File: config.mk
export PLATFORM = sky130hd
export DESIGN_NAME = breaker_failure_timing
export DESIGN_NICKNAME = d
export VERILOG_FILES = /design/src/pkg/bf_pkg.sv /design/src/pkg/delay_if.sv /design/src/rtl/delay_counter.sv /design/src/rtl/current_pickup.sv /design/src/rtl/breaker_failure_timing.sv
export SDC_FILE = /design/constraint.sdc
export NUM_CORES = 1
export LEC_CHECK = 0
export ABC_AREA = 1
export ABC_CLOCK_PERIOD_IN_PS = 14200
export BUFFER_PORTS_ARGS = -buffer_cell sky130_fd_sc_hd__clkbuf_2
export CAP_MARGIN = 10
export CORE_MARGIN = 4
export CORE_UTILIZATION = 60
export CTS_CLUSTER_SIZE = 16
export DETAILED_ROUTE_END_ITERATION = 8
export PLACE_DENSITY = 0.79
export SYNTH_ARGS = -nofsm -noshare
export SYNTH_HDL_FRONTEND = slang
export SYNTH_SLANG_ARGS = --single-unit
File: constraint.sdc
create_clock -name SYS_CLK -period 14.2 [get_ports SYS_CLK]
set_clock_uncertainty 0.05 [all_clocks]
set_input_delay 0.71 -clock SYS_CLK [delete_from_list [all_inputs] [get_ports SYS_CLK]]
set_output_delay 0.71 -clock SYS_CLK [all_outputs]
set_load 0.02 [all_outputs]
File: src/pkg/bf_pkg.sv
// Constants, register map and field layout of the breaker failure timing block.
package bf_pkg;
   // ----------------------------------------------------------------------
   // Timing
   // ----------------------------------------------------------------------
   localparam int CLK_HZ = 10_000_000;
   localparam int STEP_MS = 5;
   localparam int TICK_CYCLES = CLK_HZ / 1000 * STEP_MS;
   localparam int TICK_W = 16;
   localparam int DLY_W = 19;
   localparam int RETRIP_DEFAULT_MS = 100;
   localparam int BF_DEFAULT_MS = 200;
   localparam logic [DLY_W-1:0] RETRIP_DLY_RST = DLY_W'(RETRIP_DEFAULT_MS / STEP_MS);
   localparam logic [DLY_W-1:0] BF_DLY_RST = DLY_W'(BF_DEFAULT_MS / STEP_MS);

   // ----------------------------------------------------------------------
   // Current pick-up, magnitudes in units of 0.001 x In
   // ----------------------------------------------------------------------
   localparam int CUR_W = 16;
   localparam logic [CUR_W-1:0] PHASE_THR_RST = 16'h00c8;
   localparam logic [CUR_W-1:0] RES_THR_RST = 16'h04b0;
   localparam logic [6:0] HYST_PCT = 7'h61;
   localparam logic [6:0] PCT_FULL = 7'h64;

   // ----------------------------------------------------------------------
   // Criterion codes
   // ----------------------------------------------------------------------
   localparam logic [3:0] CRIT_CUR = 4'h0;
   localparam logic [3:0] CRIT_DO = 4'h1;
   localparam logic [3:0] CRIT_SIG = 4'h2;
   localparam logic [3:0] CRIT_CUR_AND_DO = 4'h3;
   localparam logic [3:0] CRIT_CUR_OR_DO = 4'h4;
   localparam logic [3:0] CRIT_CUR_AND_SIG = 4'h5;
   localparam logic [3:0] CRIT_CUR_OR_SIG = 4'h6;
   localparam logic [3:0] CRIT_SIG_OR_DO = 4'h7;
   localparam logic [3:0] CRIT_ANY = 4'h9;
   localparam logic [3:0] CRIT_ALL = 4'ha;

   // ----------------------------------------------------------------------
   // Register map and fields
   // ----------------------------------------------------------------------
   localparam int ADDR_W = 8;
   localparam logic [ADDR_W-1:0] OFS_CTRL = 8'h00;
   localparam logic [ADDR_W-1:0] OFS_PHASE_THR = 8'h04;
   localparam logic [ADDR_W-1:0] OFS_RES_THR = 8'h08;
   localparam logic [ADDR_W-1:0] OFS_BACKUP_DLY = 8'h0c;
   localparam logic [ADDR_W-1:0] OFS_BF_DLY = 8'h10;
   localparam logic [ADDR_W-1:0] OFS_STATUS = 8'h14;
   localparam logic [ADDR_W-1:0] OFS_IRQ_STAT = 8'h18;
   localparam logic [ADDR_W-1:0] OFS_IRQ_MASK = 8'h1c;
   localparam int CTRL_CRIT_LSB = 0;
   localparam int CTRL_RETRIP_EN = 4;
   localparam int CTRL_RES_EN = 5;
   localparam logic [5:0] CTRL_RST = 6'h10;
   localparam int EV_W = 4;
   localparam logic [1:0] RESP_OKAY = 2'h0;
   localparam logic [1:0] RESP_SLVERR = 2'h2;
endpackage

File: src/pkg/delay_if.sv
// Connection between the timing control and one delay counter.
`timescale 1ns/1ns
`default_nettype none
interface delay_if;
   logic run;
   logic tick;
   logic [bf_pkg::DLY_W-1:0] limit;
   logic done;
   modport ctl (output run, output tick, output limit, input done);
   modport tmr (input run, input tick, input limit, output done);
endinterface
`default_nettype wire

File: src/rtl/delay_counter.sv
// Delay counter that runs on step ticks while its start condition holds.
`timescale 1ns/1ns
`default_nettype none
module delay_counter
(
   input wire logic clk,
   input wire logic rst,
   delay_if.tmr dly
);
   logic [bf_pkg::DLY_W-1:0] count_r;
   logic [bf_pkg::DLY_W-1:0] count_nxt;
   logic done_r;
   logic done_nxt;

   assign dly.done = done_r;

   // Any break in the start condition clears the count, so only unbroken time counts.
   always_comb
   begin
      count_nxt = count_r;
      done_nxt = done_r;
      if (!dly.run)
      begin
         count_nxt = '0;
         done_nxt = 1'b0;
      end
      else if (dly.limit == '0)
      begin
         done_nxt = 1'b1;
      end
      else if (dly.tick && !done_r)
      begin
         count_nxt = count_r + 1'b1;
         done_nxt = (count_nxt >= dly.limit);
      end
   end

   always_ff @(posedge clk or posedge rst)
   begin
      if (rst)
      begin
         count_r <= '0;
         done_r <= 1'b0;
      end
      else
      begin
         count_r <= count_nxt;
         done_r <= done_nxt;
      end
   end
endmodule
`default_nettype wire

File: src/rtl/current_pickup.sv
// Current threshold comparator with a fixed release hysteresis.
`timescale 1ns/1ns
`default_nettype none
module current_pickup
(
   input wire logic clk,
   input wire logic rst,
   input wire logic enable,
   input wire logic [bf_pkg::CUR_W-1:0] magnitude,
   input wire logic [bf_pkg::CUR_W-1:0] threshold,
   output logic picked
);
   logic [bf_pkg::CUR_W+6:0] product;
   logic [bf_pkg::CUR_W-1:0] release_lvl;
   logic picked_r;
   logic picked_nxt;

   assign product = threshold * bf_pkg::HYST_PCT;
   assign release_lvl = bf_pkg::CUR_W'(product / bf_pkg::PCT_FULL);
   assign picked = picked_r;

   // Between the release level and the threshold the previous state holds.
   always_comb
   begin
      picked_nxt = picked_r;
      if (!enable)
      begin
         picked_nxt = 1'b0;
      end
      else if (magnitude > threshold)
      begin
         picked_nxt = 1'b1;
      end
      else if (magnitude < release_lvl)
      begin
         picked_nxt = 1'b0;
      end
   end

   always_ff @(posedge clk or posedge rst)
   begin
      if (rst)
      begin
         picked_r <= 1'b0;
      end
      else
      begin
         picked_r <= picked_nxt;
      end
   end
endmodule
`default_nettype wire

File: src/rtl/breaker_failure_timing.sv
// Top of the breaker failure timing block with its AXI4-Lite register slave.
//
// Local design decisions: the register addresses and the AXI4-Lite interface to the registers.
`timescale 1ns/1ns
`default_nettype none
module breaker_failure_timing
#(
   parameter int TICK_CYCLES = bf_pkg::TICK_CYCLES
)
(
   input wire logic SYS_CLK,
   input wire logic RESET,
   input wire logic [bf_pkg::ADDR_W-1:0] S_AXI_AWADDR,
   input wire logic S_AXI_AWVALID,
   output logic S_AXI_AWREADY,
   input wire logic [31:0] S_AXI_WDATA,
   input wire logic [3:0] S_AXI_WSTRB,
   input wire logic S_AXI_WVALID,
   output logic S_AXI_WREADY,
   output logic [1:0] S_AXI_BRESP,
   output logic S_AXI_BVALID,
   input wire logic S_AXI_BREADY,
   input wire logic [bf_pkg::ADDR_W-1:0] S_AXI_ARADDR,
   input wire logic S_AXI_ARVALID,
   output logic S_AXI_ARREADY,
   output logic [31:0] S_AXI_RDATA,
   output logic [1:0] S_AXI_RRESP,
   output logic S_AXI_RVALID,
   input wire logic S_AXI_RREADY,
   input wire logic [bf_pkg::CUR_W-1:0] PHASE_CURRENT,
   input wire logic [bf_pkg::CUR_W-1:0] RESIDUAL_CURRENT,
   input wire logic TRIP_MONITOR,
   input wire logic SIGNAL_IN,
   input wire logic BLOCK_IN,
   output logic START_OUT,
   output logic BLOCKED_OUT,
   output logic RETRIP_OUT,
   output logic BREAKER_FAILURE_OUTPUT,
   output logic IRQ
);
   // ----------------------------------------------------------------------
   // Declarations
   // ----------------------------------------------------------------------
   logic [2:0] sync1_r;
   logic [2:0] sync2_r;
   logic trip_mon;
   logic sig_in;
   logic blk_in;
   logic [bf_pkg::TICK_W-1:0] tick_cnt_r;
   logic [bf_pkg::TICK_W-1:0] tick_cnt_nxt;
   logic tick_r;
   logic tick_nxt;
   logic phase_pick;
   logic res_pick;
   logic cur_pick;
   logic pick;
   logic start_r;
   logic start_nxt;
   logic blocked_r;
   logic blocked_nxt;
   logic retrip_r;
   logic retrip_nxt;
   logic bf_r;
   logic bf_nxt;
   logic [5:0] ctrl_r;
   logic [5:0] ctrl_nxt;
   logic [bf_pkg::CUR_W-1:0] phase_current_threshold_r;
   logic [bf_pkg::CUR_W-1:0] phase_current_threshold_nxt;
   logic [bf_pkg::CUR_W-1:0] residual_current_threshold_r;
   logic [bf_pkg::CUR_W-1:0] residual_current_threshold_nxt;
   logic [bf_pkg::DLY_W-1:0] backup_coil_delay_r;
   logic [bf_pkg::DLY_W-1:0] backup_coil_delay_nxt;
   logic [bf_pkg::DLY_W-1:0] bf_delay_r;
   logic [bf_pkg::DLY_W-1:0] bf_delay_nxt;
   logic [bf_pkg::EV_W-1:0] irq_stat_r;
   logic [bf_pkg::EV_W-1:0] irq_stat_nxt;
   logic [bf_pkg::EV_W-1:0] irq_mask_r;
   logic [bf_pkg::EV_W-1:0] irq_mask_nxt;
   logic [bf_pkg::EV_W-1:0] events;
   logic [bf_pkg::EV_W-1:0] w1c;
   logic irq_r;
   logic irq_nxt;
   logic aw_hold_r;
   logic aw_hold_nxt;
   logic w_hold_r;
   logic w_hold_nxt;
   logic [bf_pkg::ADDR_W-1:0] awaddr_r;
   logic [bf_pkg::ADDR_W-1:0] awaddr_nxt;
   logic [31:0] wdata_r;
   logic [31:0] wdata_nxt;
   logic [3:0] wstrb_r;
   logic [3:0] wstrb_nxt;
   logic awready_r;
   logic awready_nxt;
   logic wready_r;
   logic wready_nxt;
   logic bvalid_r;
   logic bvalid_nxt;
   logic [1:0] bresp_r;
   logic [1:0] bresp_nxt;
   logic arready_r;
   logic arready_nxt;
   logic rvalid_r;
   logic rvalid_nxt;
   logic [31:0] rdata_r;
   logic [31:0] rdata_nxt;
   logic [1:0] rresp_r;
   logic [1:0] rresp_nxt;
   logic [31:0] wmask;
   logic [31:0] wval;
   logic retrip_en;

   delay_if rt_dly ();
   delay_if bf_dly ();

   // ----------------------------------------------------------------------
   // Input synchronisers and step tick
   // ----------------------------------------------------------------------
   assign trip_mon = sync2_r[2];
   assign sig_in = sync2_r[1];
   assign blk_in = sync2_r[0];
   assign retrip_en = ctrl_r[bf_pkg::CTRL_RETRIP_EN];

   // One tick per 5 ms step; the delays are counted in these steps.
   always_comb
   begin
      tick_nxt = 1'b0;
      tick_cnt_nxt = tick_cnt_r + 1'b1;
      if (tick_cnt_r == bf_pkg::TICK_W'(TICK_CYCLES - 1))
      begin
         tick_cnt_nxt = '0;
         tick_nxt = 1'b1;
      end
   end

   always_ff @(posedge SYS_CLK or posedge RESET)
   begin
      if (RESET)
      begin
         sync1_r <= 3'h0;
         sync2_r <= 3'h0;
         tick_cnt_r <= '0;
         tick_r <= 1'b0;
      end
      else
      begin
         sync1_r <= {TRIP_MONITOR, SIGNAL_IN, BLOCK_IN};
         sync2_r <= sync1_r;
         tick_cnt_r <= tick_cnt_nxt;
         tick_r <= tick_nxt;
      end
   end

   // ----------------------------------------------------------------------
   // Pick-up, criterion and blocking
   // ----------------------------------------------------------------------
   current_pickup phase_cmp (
      .clk(SYS_CLK),
      .rst(RESET),
      .enable(1'b1),
      .magnitude(PHASE_CURRENT),
      .threshold(phase_current_threshold_r),
      .picked(phase_pick)
   );

   current_pickup res_cmp (
      .clk(SYS_CLK),
      .rst(RESET),
      .enable(ctrl_r[bf_pkg::CTRL_RES_EN]),
      .magnitude(RESIDUAL_CURRENT),
      .threshold(residual_current_threshold_r),
      .picked(res_pick)
   );

   assign cur_pick = phase_pick | res_pick;

   // The pick-up expression both starts and resets the counters in each criterion.
   always_comb
   begin
      case (ctrl_r[bf_pkg::CTRL_CRIT_LSB +: 4])
         bf_pkg::CRIT_CUR: pick = cur_pick;
         bf_pkg::CRIT_DO: pick = trip_mon;
         bf_pkg::CRIT_SIG: pick = sig_in;
         bf_pkg::CRIT_CUR_AND_DO: pick = cur_pick & trip_mon;
         bf_pkg::CRIT_CUR_OR_DO: pick = cur_pick | trip_mon;
         bf_pkg::CRIT_CUR_AND_SIG: pick = cur_pick & sig_in;
         bf_pkg::CRIT_CUR_OR_SIG: pick = cur_pick | sig_in;
         bf_pkg::CRIT_SIG_OR_DO: pick = sig_in | trip_mon;
         bf_pkg::CRIT_ANY: pick = cur_pick | trip_mon | sig_in;
         bf_pkg::CRIT_ALL: pick = cur_pick & trip_mon & sig_in;
         default: pick = 1'b0;
      endcase
   end

   // A block seen at pick-up latches blocked until pick-up drops, so lifting it mid-fault
   // does not restart timing.
   always_comb
   begin
      blocked_nxt = pick & (blocked_r | blk_in);
      start_nxt = pick & ~blk_in & ~blocked_r;
      retrip_nxt = start_nxt & retrip_en & rt_dly.done;
      bf_nxt = start_nxt & bf_dly.done;
   end

   assign rt_dly.run = start_r & retrip_en;
   assign rt_dly.tick = tick_r;
   assign rt_dly.limit = backup_coil_delay_r;
   assign bf_dly.run = start_r;
   assign bf_dly.tick = tick_r;
   assign bf_dly.limit = bf_delay_r;

   delay_counter rt_cnt (
      .clk(SYS_CLK),
      .rst(RESET),
      .dly(rt_dly.tmr)
   );

   delay_counter bf_cnt (
      .clk(SYS_CLK),
      .rst(RESET),
      .dly(bf_dly.tmr)
   );

   // ----------------------------------------------------------------------
   // Events and interrupt
   // ----------------------------------------------------------------------
   always_comb
   begin
      events = {bf_nxt & ~bf_r, retrip_nxt & ~retrip_r, blocked_nxt & ~blocked_r,
                start_nxt & ~start_r};
      irq_stat_nxt = (irq_stat_r & ~w1c) | events;
      irq_nxt = |(irq_stat_nxt & irq_mask_r);
   end

   always_ff @(posedge SYS_CLK or posedge RESET)
   begin
      if (RESET)
      begin
         start_r <= 1'b0;
         blocked_r <= 1'b0;
         retrip_r <= 1'b0;
         bf_r <= 1'b0;
         irq_stat_r <= '0;
         irq_r <= 1'b0;
      end
      else
      begin
         start_r <= start_nxt;
         blocked_r <= blocked_nxt;
         retrip_r <= retrip_nxt;
         bf_r <= bf_nxt;
         irq_stat_r <= irq_stat_nxt;
         irq_r <= irq_nxt;
      end
   end

   // ----------------------------------------------------------------------
   // AXI4-Lite write channel and settings
   // ----------------------------------------------------------------------
   always_comb
   begin
      for (int i = 0; i < 4; i++)
      begin
         wmask[i*8 +: 8] = {8{wstrb_r[i]}};
      end
   end

   // The delay registers hold plain step counts; software keeps the grading sane.
   always_comb
   begin
      aw_hold_nxt = aw_hold_r;
      w_hold_nxt = w_hold_r;
      awaddr_nxt = awaddr_r;
      wdata_nxt = wdata_r;
      wstrb_nxt = wstrb_r;
      bvalid_nxt = bvalid_r;
      bresp_nxt = bresp_r;
      ctrl_nxt = ctrl_r;
      phase_current_threshold_nxt = phase_current_threshold_r;
      residual_current_threshold_nxt = residual_current_threshold_r;
      backup_coil_delay_nxt = backup_coil_delay_r;
      bf_delay_nxt = bf_delay_r;
      irq_mask_nxt = irq_mask_r;
      w1c = '0;
      wval = '0;
      if (S_AXI_AWVALID && awready_r)
      begin
         aw_hold_nxt = 1'b1;
         awaddr_nxt = S_AXI_AWADDR;
      end
      if (S_AXI_WVALID && wready_r)
      begin
         w_hold_nxt = 1'b1;
         wdata_nxt = S_AXI_WDATA;
         wstrb_nxt = S_AXI_WSTRB;
      end
      if (bvalid_r && S_AXI_BREADY)
      begin
         bvalid_nxt = 1'b0;
      end
      else if (aw_hold_r && w_hold_r && !bvalid_r)
      begin
         aw_hold_nxt = 1'b0;
         w_hold_nxt = 1'b0;
         bvalid_nxt = 1'b1;
         bresp_nxt = bf_pkg::RESP_OKAY;
         wval = wdata_r & wmask;
         if (awaddr_r == bf_pkg::OFS_CTRL)
         begin
            ctrl_nxt = 6'((ctrl_r & ~wmask[5:0]) | wval[5:0]);
         end
         else if (awaddr_r == bf_pkg::OFS_PHASE_THR)
         begin
            phase_current_threshold_nxt = (phase_current_threshold_r & ~wmask[15:0]) | wval[15:0];
         end
         else if (awaddr_r == bf_pkg::OFS_RES_THR)
         begin
            residual_current_threshold_nxt = (residual_current_threshold_r & ~wmask[15:0])
               | wval[15:0];
         end
         else if (awaddr_r == bf_pkg::OFS_BACKUP_DLY)
         begin
            backup_coil_delay_nxt = (backup_coil_delay_r & ~wmask[18:0]) | wval[18:0];
         end
         else if (awaddr_r == bf_pkg::OFS_BF_DLY)
         begin
            bf_delay_nxt = (bf_delay_r & ~wmask[18:0]) | wval[18:0];
         end
         else if (awaddr_r == bf_pkg::OFS_IRQ_STAT)
         begin
            w1c = wval[bf_pkg::EV_W-1:0];
         end
         else if (awaddr_r == bf_pkg::OFS_IRQ_MASK)
         begin
            irq_mask_nxt = (irq_mask_r & ~wmask[3:0]) | wval[3:0];
         end
         else if (awaddr_r != bf_pkg::OFS_STATUS)
         begin
            bresp_nxt = bf_pkg::RESP_SLVERR;
         end
      end
      awready_nxt = ~aw_hold_nxt & ~bvalid_nxt;
      wready_nxt = ~w_hold_nxt & ~bvalid_nxt;
   end

   always_ff @(posedge SYS_CLK or posedge RESET)
   begin
      if (RESET)
      begin
         aw_hold_r <= 1'b0;
         w_hold_r <= 1'b0;
         awaddr_r <= '0;
         wdata_r <= 32'h0;
         wstrb_r <= 4'h0;
         awready_r <= 1'b0;
         wready_r <= 1'b0;
         bvalid_r <= 1'b0;
         bresp_r <= bf_pkg::RESP_OKAY;
         ctrl_r <= bf_pkg::CTRL_RST;
         phase_current_threshold_r <= bf_pkg::PHASE_THR_RST;
         residual_current_threshold_r <= bf_pkg::RES_THR_RST;
         backup_coil_delay_r <= bf_pkg::RETRIP_DLY_RST;
         bf_delay_r <= bf_pkg::BF_DLY_RST;
         irq_mask_r <= '0;
      end
      else
      begin
         aw_hold_r <= aw_hold_nxt;
         w_hold_r <= w_hold_nxt;
         awaddr_r <= awaddr_nxt;
         wdata_r <= wdata_nxt;
         wstrb_r <= wstrb_nxt;
         awready_r <= awready_nxt;
         wready_r <= wready_nxt;
         bvalid_r <= bvalid_nxt;
         bresp_r <= bresp_nxt;
         ctrl_r <= ctrl_nxt;
         phase_current_threshold_r <= phase_current_threshold_nxt;
         residual_current_threshold_r <= residual_current_threshold_nxt;
         backup_coil_delay_r <= backup_coil_delay_nxt;
         bf_delay_r <= bf_delay_nxt;
         irq_mask_r <= irq_mask_nxt;
      end
   end

   // ----------------------------------------------------------------------
   // AXI4-Lite read channel
   // ----------------------------------------------------------------------
   always_comb
   begin
      rvalid_nxt = rvalid_r;
      rdata_nxt = rdata_r;
      rresp_nxt = rresp_r;
      if (rvalid_r && S_AXI_RREADY)
      begin
         rvalid_nxt = 1'b0;
      end
      else if (S_AXI_ARVALID && arready_r)
      begin
         rvalid_nxt = 1'b1;
         rresp_nxt = bf_pkg::RESP_OKAY;
         rdata_nxt = 32'h0;
         if (S_AXI_ARADDR == bf_pkg::OFS_CTRL)
         begin
            rdata_nxt[5:0] = ctrl_r;
         end
         else if (S_AXI_ARADDR == bf_pkg::OFS_PHASE_THR)
         begin
            rdata_nxt[15:0] = phase_current_threshold_r;
         end
         else if (S_AXI_ARADDR == bf_pkg::OFS_RES_THR)
         begin
            rdata_nxt[15:0] = residual_current_threshold_r;
         end
         else if (S_AXI_ARADDR == bf_pkg::OFS_BACKUP_DLY)
         begin
            rdata_nxt[18:0] = backup_coil_delay_r;
         end
         else if (S_AXI_ARADDR == bf_pkg::OFS_BF_DLY)
         begin
            rdata_nxt[18:0] = bf_delay_r;
         end
         else if (S_AXI_ARADDR == bf_pkg::OFS_STATUS)
         begin
            rdata_nxt[7:0] = {trip_mon, sig_in, cur_pick, pick, bf_r, retrip_r, blocked_r,
                              start_r};
         end
         else if (S_AXI_ARADDR == bf_pkg::OFS_IRQ_STAT)
         begin
            rdata_nxt[3:0] = irq_stat_r;
         end
         else if (S_AXI_ARADDR == bf_pkg::OFS_IRQ_MASK)
         begin
            rdata_nxt[3:0] = irq_mask_r;
         end
         else
         begin
            rresp_nxt = bf_pkg::RESP_SLVERR;
         end
      end
      arready_nxt = ~rvalid_nxt;
   end

   always_ff @(posedge SYS_CLK or posedge RESET)
   begin
      if (RESET)
      begin
         arready_r <= 1'b0;
         rvalid_r <= 1'b0;
         rdata_r <= 32'h0;
         rresp_r <= bf_pkg::RESP_OKAY;
      end
      else
      begin
         arready_r <= arready_nxt;
         rvalid_r <= rvalid_nxt;
         rdata_r <= rdata_nxt;
         rresp_r <= rresp_nxt;
      end
   end

   assign S_AXI_AWREADY = awready_r;
   assign S_AXI_WREADY = wready_r;
   assign S_AXI_BVALID = bvalid_r;
   assign S_AXI_BRESP = bresp_r;
   assign S_AXI_ARREADY = arready_r;
   assign S_AXI_RVALID = rvalid_r;
   assign S_AXI_RDATA = rdata_r;
   assign S_AXI_RRESP = rresp_r;
   assign START_OUT = start_r;
   assign BLOCKED_OUT = blocked_r;
   assign RETRIP_OUT = retrip_r;
   assign BREAKER_FAILURE_OUTPUT = bf_r;
   assign IRQ = irq_r;
endmodule
`default_nettype wire

# Word-level counts from Yosys, hierarchy flattened
# Index checks and enable logic that the tools add are counted.
# totals
regBits,214
output_inout_bits,46
elab_cells,235
# classes
add_sub_neg,3
multipliers,2
div_mod_pow,2
magnitude_cmp,6
n_eq_ne,31
mux,67
bitwise_logic,60
n_reduce_logical,29
# ops
op,n
19-bit two-way mux,7
19-bit AND,3
8-bit by 5-bit equality test with 1-bit output (second input constant),7
16-bit two-way mux,3
4-bit two-way mux,12
23-bit by 7-bit divider with 23-bit output (second input constant),2
16-bit by 7-bit multiplier with 23-bit output (second input constant),2
19-bit by 1-bit adder with 19-bit output (second input constant),2
19-bit greater-or-equal comparator,2
19-bit logical NOT,2
19-bit OR,2
16-bit AND,2
8-bit by 4-bit equality test with 1-bit output (second input constant),4
16-bit greater-than comparator,2
16-bit < comparator,2
2-bit two-way mux,16
16-bit OR,2
1-bit two-way mux,22
19-bit NOT,1
1-bit NOT,17
16-bit by 1-bit adder with 16-bit output (second input constant),1
1-bit AND,16
16-bit equality test (second input constant),1
4-bit by 3-bit equality test with 1-bit output (second input constant),4
other kinds (36),66

# Logic depth before layout (Yosys ltp)
# Gate-level depths: netlist of the first run.
# depth
depth_word,14
mapped_depth,114
depth_no_buf,114

# By module
# A second synthesis of the first run with hierarchy kept.
# hier_totals
hier_cells,3204
area_unflattened_um2,21759.6
# by_module_without_submodules
module,instances,cells_per_inst,area_each_um2,seq_area_each_um2
breaker_failure_timing,1,856,7594.8,4269.1
current_pickup (res_cmp),1,897,5301.3,25.0
current_pickup (phase_cmp),1,883,5083.6,25.0
delay_counter (rt_cnt),1,284,1891.8,500.5
delay_counter (bf_cnt),1,284,1888.1,500.5

# Worst setup path before layout of the first run
# No wires, ideal clock.
# synth_timing
path_kind,reg-to-reg
start,reg (tool-made name)
end,reg phase_cmp.picked_r (netlist: phase_cmp.picked)
setup_ns,0.116
arrival_time_ns,9.961
slack_ns,4.073
stages_incl_launch_ff,95
period_less_slack_ns,10.127
cell_sequence,dfstp_2 -> inv_1 -> ha_1 -> ha_1 -> ha_1 -> fa_1 -> ha_1 -> a21oi_1 -> nand2_2 -> a21oi_4 -> o21ai_2 -> nand3_1 -> nand2_1 -> xnor2_2 -> nand3_1 -> nand2_1 -> inv_2 -> nor2_4 -> [59 not listed] -> nor2_2 -> nand2_1 -> nand2_2 -> nand2_2 -> xor2_1 -> clkinv_1 -> nand2_1 -> nand2_1 -> nand2_1 -> nand2_1 -> nand2_1 -> nand2_1 -> nand2_1 -> nand2_1 -> nand2_1 -> nand2_1 -> nand2_1 -> nand2_1
# synth_rtl
element,line_no,source
to (signal assigned),current_pickup.sv:48,picked_r <= picked_nxt;
to (decl),current_pickup.sv:15,logic picked_r;

==> results_dict.tcl, run 1 <==
set metrics [dict create \
    run_status "complete, no violations" \
    max_freq_mhz 83.5 \
    layout-drive-gt1-share_pct 15.3 \
    crit_slowest_cell "dfrtp_1" \
    relSlewSlack_pct 30.2 \
    nNetsFinal 3392 \
    critical_path_class "reg2reg" \
    antenna_found_initial 0 \
    port_buffers 110 \
    hold_buffers 0 \
    setup_slack_ns 2.22 \
    clk_latency_ns 0.53 \
    vias_per_cell 5.53 \
    rsz0062_at_grt "false" \
    setup_viol 0 \
    coreArea_um2 34500 \
    period_minus_slack_ns 11.98 \
    drt-wirelength-per-cell_um 15.3 \
    place_ws_ns 2.36 \
    synth_cells 2923 \
    cts_tree "yes" \
    synthFlopType "dfrtp_1" \
    grt_first_pass_wirelength_mm 87.7 \
    dr.pass1.iters 8 \
    die_w_um 195 \
    seq_area_frac_synth_pct 25.5 \
    start_util_pct 60.6 \
    grt_pass1_vias 18600 \
    dieArea_um2 37900 \
    cts_resized 0 \
    clockRootBuffer "clkbuf_16" \
    hold_viol_final 0 \
    required_ns 14.56 \
    cp_common_cell "nand2_1" \
    post-cts-setup-buffer-count 0 \
    die_h_um 195 \
    ys_warn_count 0 \
    min_path_type "in2reg" \
    avgSynthCellArea_um2 7.14 \
    num_rows 68 \
    drc 0 \
    cts_buffers 24 \
    cp-start-kind "flop" \
    clk_pin_slew_ns 0.06 \
    first_iter_violations 1383 \
    place_hpwl_mm 43.0 \
    syn_area_um2 20900 \
    worst_pin_slew_ns 1.05 \
    yosysTopAreaCell "dfrtp_1" \
    gr-total-overflow 0 \
    path_max_fanout 8 \
    clockBufferDepth 3 \
    gp_congestion 0.970 \
    cp-end-kind "flop" \
    ant_nets 0 \
    slew_violations 0 \
    clock-sinks 212 \
    mostFrequentLayoutCell "nand2_1" \
    grt_max_degree 147 \
    yosysTopAreaCellShare_pct 24.0 \
    via_count 19400 \
    yosysUniqueCellTypes 72 \
    synth_edf_count 0 \
    tns_ns 0 \
    htree_levels 1 \
    area_growth_pct 8.75 \
    fin_crit_sh_pct 84.3 \
    ys_ff_latch 212 \
    grt_use_total_pct 27.2 \
    diodes 0 \
    async_flop_share_pct 100 \
    ioPinCount 140 \
    num-fill-cells 2979 \
    drt-total-wl_mm 53.5 \
    final_cell_mix "nand2_1, inv_1, ha_1, dfrtp_1, o21ai_0" \
    crit_arrival_ns 12.33 \
    maxCapViolCount 0 \
    synthTopCellsByArea "dfrtp_1, ha_1, nand2_1, inv_1, o21ai_0" \
    cp_slowest_stage_delay_ns 0.52 \
]
-- Yosys cell counts, types with 33 or more instances --
master and number:
nand2_1 687, inv_1 495, ha_1 251, dfrtp_1 200
o21ai_0 196, nand3_1 181, nor2_1 135, nand2_2 129
a21oi_1 75, nand4_1 69, xor2_1 58, inv_2 39
nand2_4 38, nor3_1 33
-- final cells by class --
class	instances	area [um^2]	area share, %
Sequential cell	212	5320	23.4
Clock buffer	28	616	2.71
Multi-Input combinational cell	2133	13300	58.6
Tap cell	455	569	2.51
Inverter	548	2100	9.23
Timing Repair Buffer	112	566	2.49
Clock inverter	16	238	1.05
-- logic make-up (layout without fill, tap and decap cells) --
| family | after synthesis | count (layout) | synth area share, % |
|---|---|---|---|
| AO/OA/AOI/OAI | 425 | 425 | 12.1 |
| XOR/XNOR | 70 | 70 | 3.10 |
| adder cells (fa/ha/maj) | 267 | 267 | 16.6 |
| buffers and inverters | 592 | 704 | 11.1 |
| flip-flops | 212 | 212 | 25.5 |
| other | 1 | 15 | 0.0180 |
| AND/OR/NAND/NOR | 1356 | 1356 | 31.7 |
-- worst paths after layout --
path / endpoint / startpoint / slack (ns) / cells past startpoint
setup / recovery: phase_cmp.picked / flop / 2.22 / 91
min in group asynchronous: sync1_r[0] / RESET / 0.31 / 2
setup reg to reg: phase_cmp.picked / flop / 2.22 / 91
max in group asynchronous: wdata_r[5] / RESET / 12.32 / 3
hold reg to reg: sync2_r[2] / sync1_r[2] / 0.30 / 0
hold / removal: sync1_r[1] / SIGNAL_IN / 0.23 / 1
-- worst max-delay path: cells and delay by family (launching register included) --
| family | cells | cell delay, ns |
|---|---|---|
| xor+xnor | 2 | 0.38 |
| buf+inv | 4 | 0.63 |
| flops | 1 | 0.52 |
| fa+ha+maj | 5 | 1.86 |
| compound gates | 3 | 0.50 |
| simple gates | 77 | 7.86 |
-- through the flow --
| step | util [%] | hold WS, ns | instances | area (um^2) |
|---|---|---|---|---|
| global route | 65.9 | 0.215 | 3504 | 22700 |
| detailed placement | 63.4 | 0.288 | 3460 | 21900 |
| finish | 65.9 | 0.230 | 3504 | 22700 |
| CTS | 65.9 | 0.206 | 3504 | 22700 |
| global placement | 63.4 | 0.285 | 3460 | 21900 |
| floorplan | - | 0.281 | 2937 | 20900 |
-- metal layers --
metal | track usage (%) | vias up | part of all wire [%]
met4 | 8.54 | 0 | 3.4
met1 | 35.6 | 8908 | 43
met2 | 46.7 | 619 | 47
met5 | 0 | - | 0
met3 | 3.95 | 120 | 6.1
li1 | - | 9718 | -
Power of run 1 is left out: the tool's default activity adds up to more than one toggle a clock period on the data nets, which glitch-free logic cannot reach.
==> inputs of run 2 (changes only) <==
--- a/config.mk
+++ b/config.mk
@@ -6,7 +6,7 @@
 export NUM_CORES = 1
 export LEC_CHECK = 0
 export ABC_AREA = 1
-export ABC_CLOCK_PERIOD_IN_PS = 14200
+export ABC_CLOCK_PERIOD_IN_PS = 11120
 export BUFFER_PORTS_ARGS = -buffer_cell sky130_fd_sc_hd__clkbuf_2
 export CAP_MARGIN = 10
 export CORE_MARGIN = 4
==> constraint.sdc (replaced) <==
create_clock -name SYS_CLK -period 11.12 [get_ports SYS_CLK]
set_clock_uncertainty 0.05 [all_clocks]
set_input_delay 0.556 -clock SYS_CLK [delete_from_list [all_inputs] [get_ports SYS_CLK]]
set_output_delay 0.556 -clock SYS_CLK [all_outputs]
set_load 0.02 [all_outputs]
==> run 2 against run 1 <==
The flow now finishes with violations (setup timing). Maximum frequency increased by 5.4%. Final cell count increased by 4.1%. Design area increased by 13%. Highest routed layer unchanged. Largest cell class unchanged. Critical path depth increased by 12.
==> results_dict.tcl, run 2 (synthesis gave the netlist of run 1 again) <==
set metrics [dict create \
    dieArea_um2 37900 \
    num_rows 68 \
    fin_crit_sh_pct 102 \
    finalNonFillerCells 3646 \
    highest_layer "met4" \
    layout-drive-gt1-share_pct 26.4 \
    clk_pin_slew_ns 0.07 \
    antenna_found_initial 0 \
    cts_buffers 23 \
    die_h_um 195 \
    final_cell_mix "nand2_1, inv_1, ha_1, dfrtp_1, o21ai_0" \
    slew_violations 0 \
    drt-wirelength-per-cell_um 16.9 \
    diodes 0 \
    setup_viol 2 \
    hold_buffers 0 \
    mostFrequentLayoutCell "nand2_1" \
    grt_use_total_pct 27.9 \
    gr-total-overflow 0 \
    gp_congestion 0.959 \
    relSlewSlack_pct 33.8 \
    nNetsFinal 3535 \
    htree_levels 1 \
    clockRootBuffer "clkbuf_16" \
    drt-total-wl_mm 61.6 \
    grt_max_degree 141 \
    rsz0062_at_grt "true" \
    dr.pass1.iters 6 \
    wl_met3_mm 3.66 \
    cts_tree "yes" \
    place_hpwl_mm 43.6 \
    crit_arrival_ns 11.72 \
    max_freq_mhz 88.0 \
    first_iter_violations 1710 \
    port_buffers 110 \
    run_status "complete, but fails checks" \
    grt_pass1_vias 19100 \
    period_minus_slack_ns 11.36 \
    drc 0 \
    wl_met1_mm 24.9 \
    cp-end-kind "flop" \
    ioPinCount 140 \
    crit_slowest_cell "dfstp_2" \
    required_ns 11.48 \
    min_path_type "in2reg" \
    die_w_um 195 \
    r2r_slack_ns -0.24 \
    grt_first_pass_wirelength_mm 90.1 \
    vias_per_cell 5.72 \
    violations "setup timing" \
    via_count 20900 \
    area_growth_pct 22.5 \
    coreArea_um2 34500 \
    cp_slowest_stage_delay_ns 0.60 \
    worst_pin_slew_ns 0.991 \
    hold_viol_final 0 \
    clock-sinks 212 \
    start_util_pct 60.6 \
    path_max_fanout 7 \
    clk_latency_ns 0.54 \
    critical_path_class "reg2reg" \
    clockBufferDepth 3 \
    wl_met2_mm 30.5 \
    cp-start-kind "flop" \
    cp_common_cell "nand2_4" \
    maxCapViolCount 0 \
    setup_slack_ns -0.239 \
    ant_nets 0 \
    place_inst 3484 \
]
-- run 2: worst max-delay path, delay by kind of cell, from the launching register on --
kind                     cells  cell delay, ns
AND/OR/NAND/NOR             83            7.53
buffers and inverters       12            1.11
flip-flops                   1            0.60
AO/OA/AOI/OAI                2            0.22
adder cells (fa/ha/maj)      5            1.52
XOR/XNOR                     1            0.17
-- run 2: area by class of cell --
class / count / area (um^2)
clock buffers: 28 / 614
clock inverters: 14 / 146
fillers: 2497 / 8870
inverters: 548 / 2110
multi-input cells: 2133 / 15100
flip-flops and latches: 212 / 5330
well taps: 455 / 569
repair buffers: 256 / 1680
-- run 2: metal layers --
layer | GRT usage (%) | vias up
li1 | - | 10000
met1 | 36.5 | 9849
met2 | 48.5 | 806
met3 | 2.72 | 191
met4 | 9.74 | 0
met5 | 0 | -
-- run 2: per-stage QoR --
| step | cell area (um^2) | hold slack (ns) | setup WS [ns] | utilization [%] | setup TNS, ns |
|---|---|---|---|---|---|
| finish | 25600 | 0.0768 | -0.239 | 74.3 | -0.242 |
| global route | 25600 | 0.0617 | -1.12 | 74.3 | -2.04 |
| CTS | 23400 | 0.0652 | 0.00397 | 67.8 | 0 |
| detailed placement | 22000 | 0.292 | -0.335 | 64.0 | -0.575 |
| global placement | 22000 | 0.286 | 0.133 | 64.0 | 0 |
| floorplan | 20900 | 0.281 | 0.993 | - | 0 |
-- run 2: worst paths after layout --
kind                            start              to  depth (start not counted)
max                              flop  res_cmp.picked                        103
min                          BLOCK_IN      sync1_r[0]                          1
max reg2reg                      flop  res_cmp.picked                        103
min reg2reg                sync1_r[0]      sync2_r[0]                          0
max in group asynchronous       RESET       async pin                          3
min in group asynchronous       RESET        w_hold_r                          2
-- run 2: timing repair --
item | 4_1_cts | 5_1_grt
pin swaps | 46 | 225
endpoints found under the setup margin | 2 | 2
gates resized for setup | 73 | 329
buffers inserted | 23 | 97
Power of run 2 is left out for the same reason.
==> inputs of run 3 (changes only) <==
--- a/config.mk
+++ b/config.mk
@@ -13,6 +13,7 @@
 export CORE_UTILIZATION = 60
 export CTS_CLUSTER_SIZE = 16
 export DETAILED_ROUTE_END_ITERATION = 8
+export MAX_ROUTING_LAYER = met4
 export PLACE_DENSITY = 0.79
 export SYNTH_ARGS = -nofsm -noshare
 export SYNTH_HDL_FRONTEND = slang
==> run 3 against run 2 <==
Flip-flop and latch count unchanged. Critical path type unchanged. Final cell count is 1.3% lower. The flow still finishes with violations (setup timing). Largest cell class unchanged. Utilization fell by 3.2 points. First-iteration DRC count down 14%. Design area shrank 4.3%. Via count decreased by 3.2%. Wire length shrank 7.0%. Die area unchanged. Count of clock-buffer cells in the layout is 3 higher. Critical endpoint unchanged.
==> results_dict.tcl, run 3 (synthesis gave the netlist of run 1 again) <==
set metrics [dict create \
    nNetsFinal 3487 \
    clk_latency_ns 0.53 \
    rsz0062_at_grt "true" \
    hold_viol_final 0 \
    worst_pin_slew_ns 1.04 \
    cp_common_cell "nand2_2" \
    clock-sinks 212 \
    setup_viol 2 \
    dpl_cell_area_um2 22000 \
    gp_congestion 0.973 \
    grt_first_pass_wirelength_mm 92.2 \
    die_h_um 195 \
    grt_use_total_pct 29.4 \
    first_iter_violations 1465 \
    drt-wirelength-per-cell_um 15.9 \
    finalNonFillerCells 3597 \
    vias_per_cell 5.61 \
    diodes 0 \
    relSlewSlack_pct 30.1 \
    critical_path_class "reg2reg" \
    hold_buffers 0 \
    required_ns 11.51 \
    final_area_um2 24500 \
    gr-total-overflow 0 \
    num-fill-cells 2671 \
    antenna_found_initial 0 \
    ioPinCount 140 \
    num_rows 68 \
    drt-total-wl_mm 57.3 \
    via_count 20200 \
    cp_slowest_stage_delay_ns 0.56 \
    clk_pin_slew_ns 0.06 \
    tns_ns -0.0938 \
    dr.pass1.iters 7 \
    htree_levels 1 \
    cp-end-kind "flop" \
    place_inst 3482 \
    path_max_fanout 8 \
    period_minus_slack_ns 11.20 \
    run_status "complete, but fails checks" \
    maxCapViolCount 0 \
    violations "setup timing" \
    fin_crit_sh_pct 101 \
    area_growth_pct 17.2 \
    start_util_pct 60.6 \
    crit_slowest_cell "dfstp_2" \
    critPathTopFamily "simple AND/OR/NAND/NOR gates" \
    coreArea_um2 34500 \
    min-delay-start "BLOCK_IN" \
    grt_pass1_vias 19400 \
    place_hpwl_mm 43.5 \
    slew_violations 0 \
    clockBufferDepth 3 \
    ant_nets 0 \
    drc 0 \
    layout-drive-gt1-share_pct 22.4 \
    crit_arrival_ns 11.59 \
    min_path_type "in2reg" \
    mostFrequentLayoutCell "nand2_1" \
    port_buffers 110 \
    setup_slack_ns -0.0810 \
    max_freq_mhz 89.3 \
    fin_util_pct 71.0 \
    cp-start-kind "flop" \
    path_buf_inv 8 \
    cts_tree "yes" \
    final_cell_mix "nand2_1, inv_1, ha_1, dfrtp_1, o21ai_0" \
    grt_max_degree 133 \
    dieArea_um2 37900 \
    clockRootBuffer "clkbuf_16" \
    cts_buffers 23 \
    die_w_um 195 \
]
## run 3: cell types whose count changed in the layout (fill, tap and decap cells not counted), sizes merged
cell      change
buf          -48
clkbuf        +3
clkinv        -3
clkinvlp      -1
## run 3: worst register-to-register path: cells and delay by family (launching register included)
kind	cells	cell delay, ns
AOI/OAI and AO/OA	4	0.52
buffers and inverters	8	0.68
and+or+nand+nor	85	7.66
DFF	1	0.56
adders and majority gates	5	1.62
## run 3: final timing paths
| path | slack (ns) | to | depth (start not counted) |
|---|---|---|---|
| setup / recovery | -0.08 | res_cmp.picked | 102 |
| hold / removal | 0.08 | sync1_r[0] | 1 |
| setup reg to reg | -0.08 | res_cmp.picked | 102 |
| hold reg to reg | 0.30 | sync2_r[0] | 0 |
| max in group asynchronous | 9.20 | async pin | 3 |
| min in group asynchronous | 0.19 | S_AXI_BVALID | 2 |
## run 3: area by class of cell
| cell class | instances | area, um^2 | share of cell area [%] |
|---|---|---|---|
| well taps | 455 | 569 | 2.33 |
| repair buffers | 208 | 1300 | 5.30 |
| clock buffers | 31 | 646 | 2.64 |
| inverters | 548 | 2100 | 8.58 |
| clock inverters | 10 | 130 | 0.532 |
| flip-flops and latches | 212 | 5330 | 21.8 |
| multi-input cells | 2133 | 14400 | 58.9 |
## run 3: per-layer routing
layer	part of all wire, %	wire, um	global-route usage (%)	vias up
met5	0	0	-	-
met4	3.3	1890	8.33	0
met3	5.5	3160	3.21	135
met2	49	28200	50.1	644
met1	42	24100	37.4	9491
li1	-	-	-	9923
## run 3: through the flow
stage	setup slack, ns	hold slack [ns]
3_5_place_dp	-0.331	0.285
5_1_grt	-1.27	0.0649
3_3_place_gp	0.132	0.286
2_1_floorplan	0.993	0.281
4_1_cts	0.00103	0.0642
6_report	-0.0810	0.0830
## run 3: timing repair
action / in CTS / in global routing
setup buffers: 40 / 34
gates cloned: 0 / 0
resized for setup: 98 / 137
pin swaps: 76 / 91
setup endpoints to repair: 2 / 2
Power of run 3 is left out for the same reason.
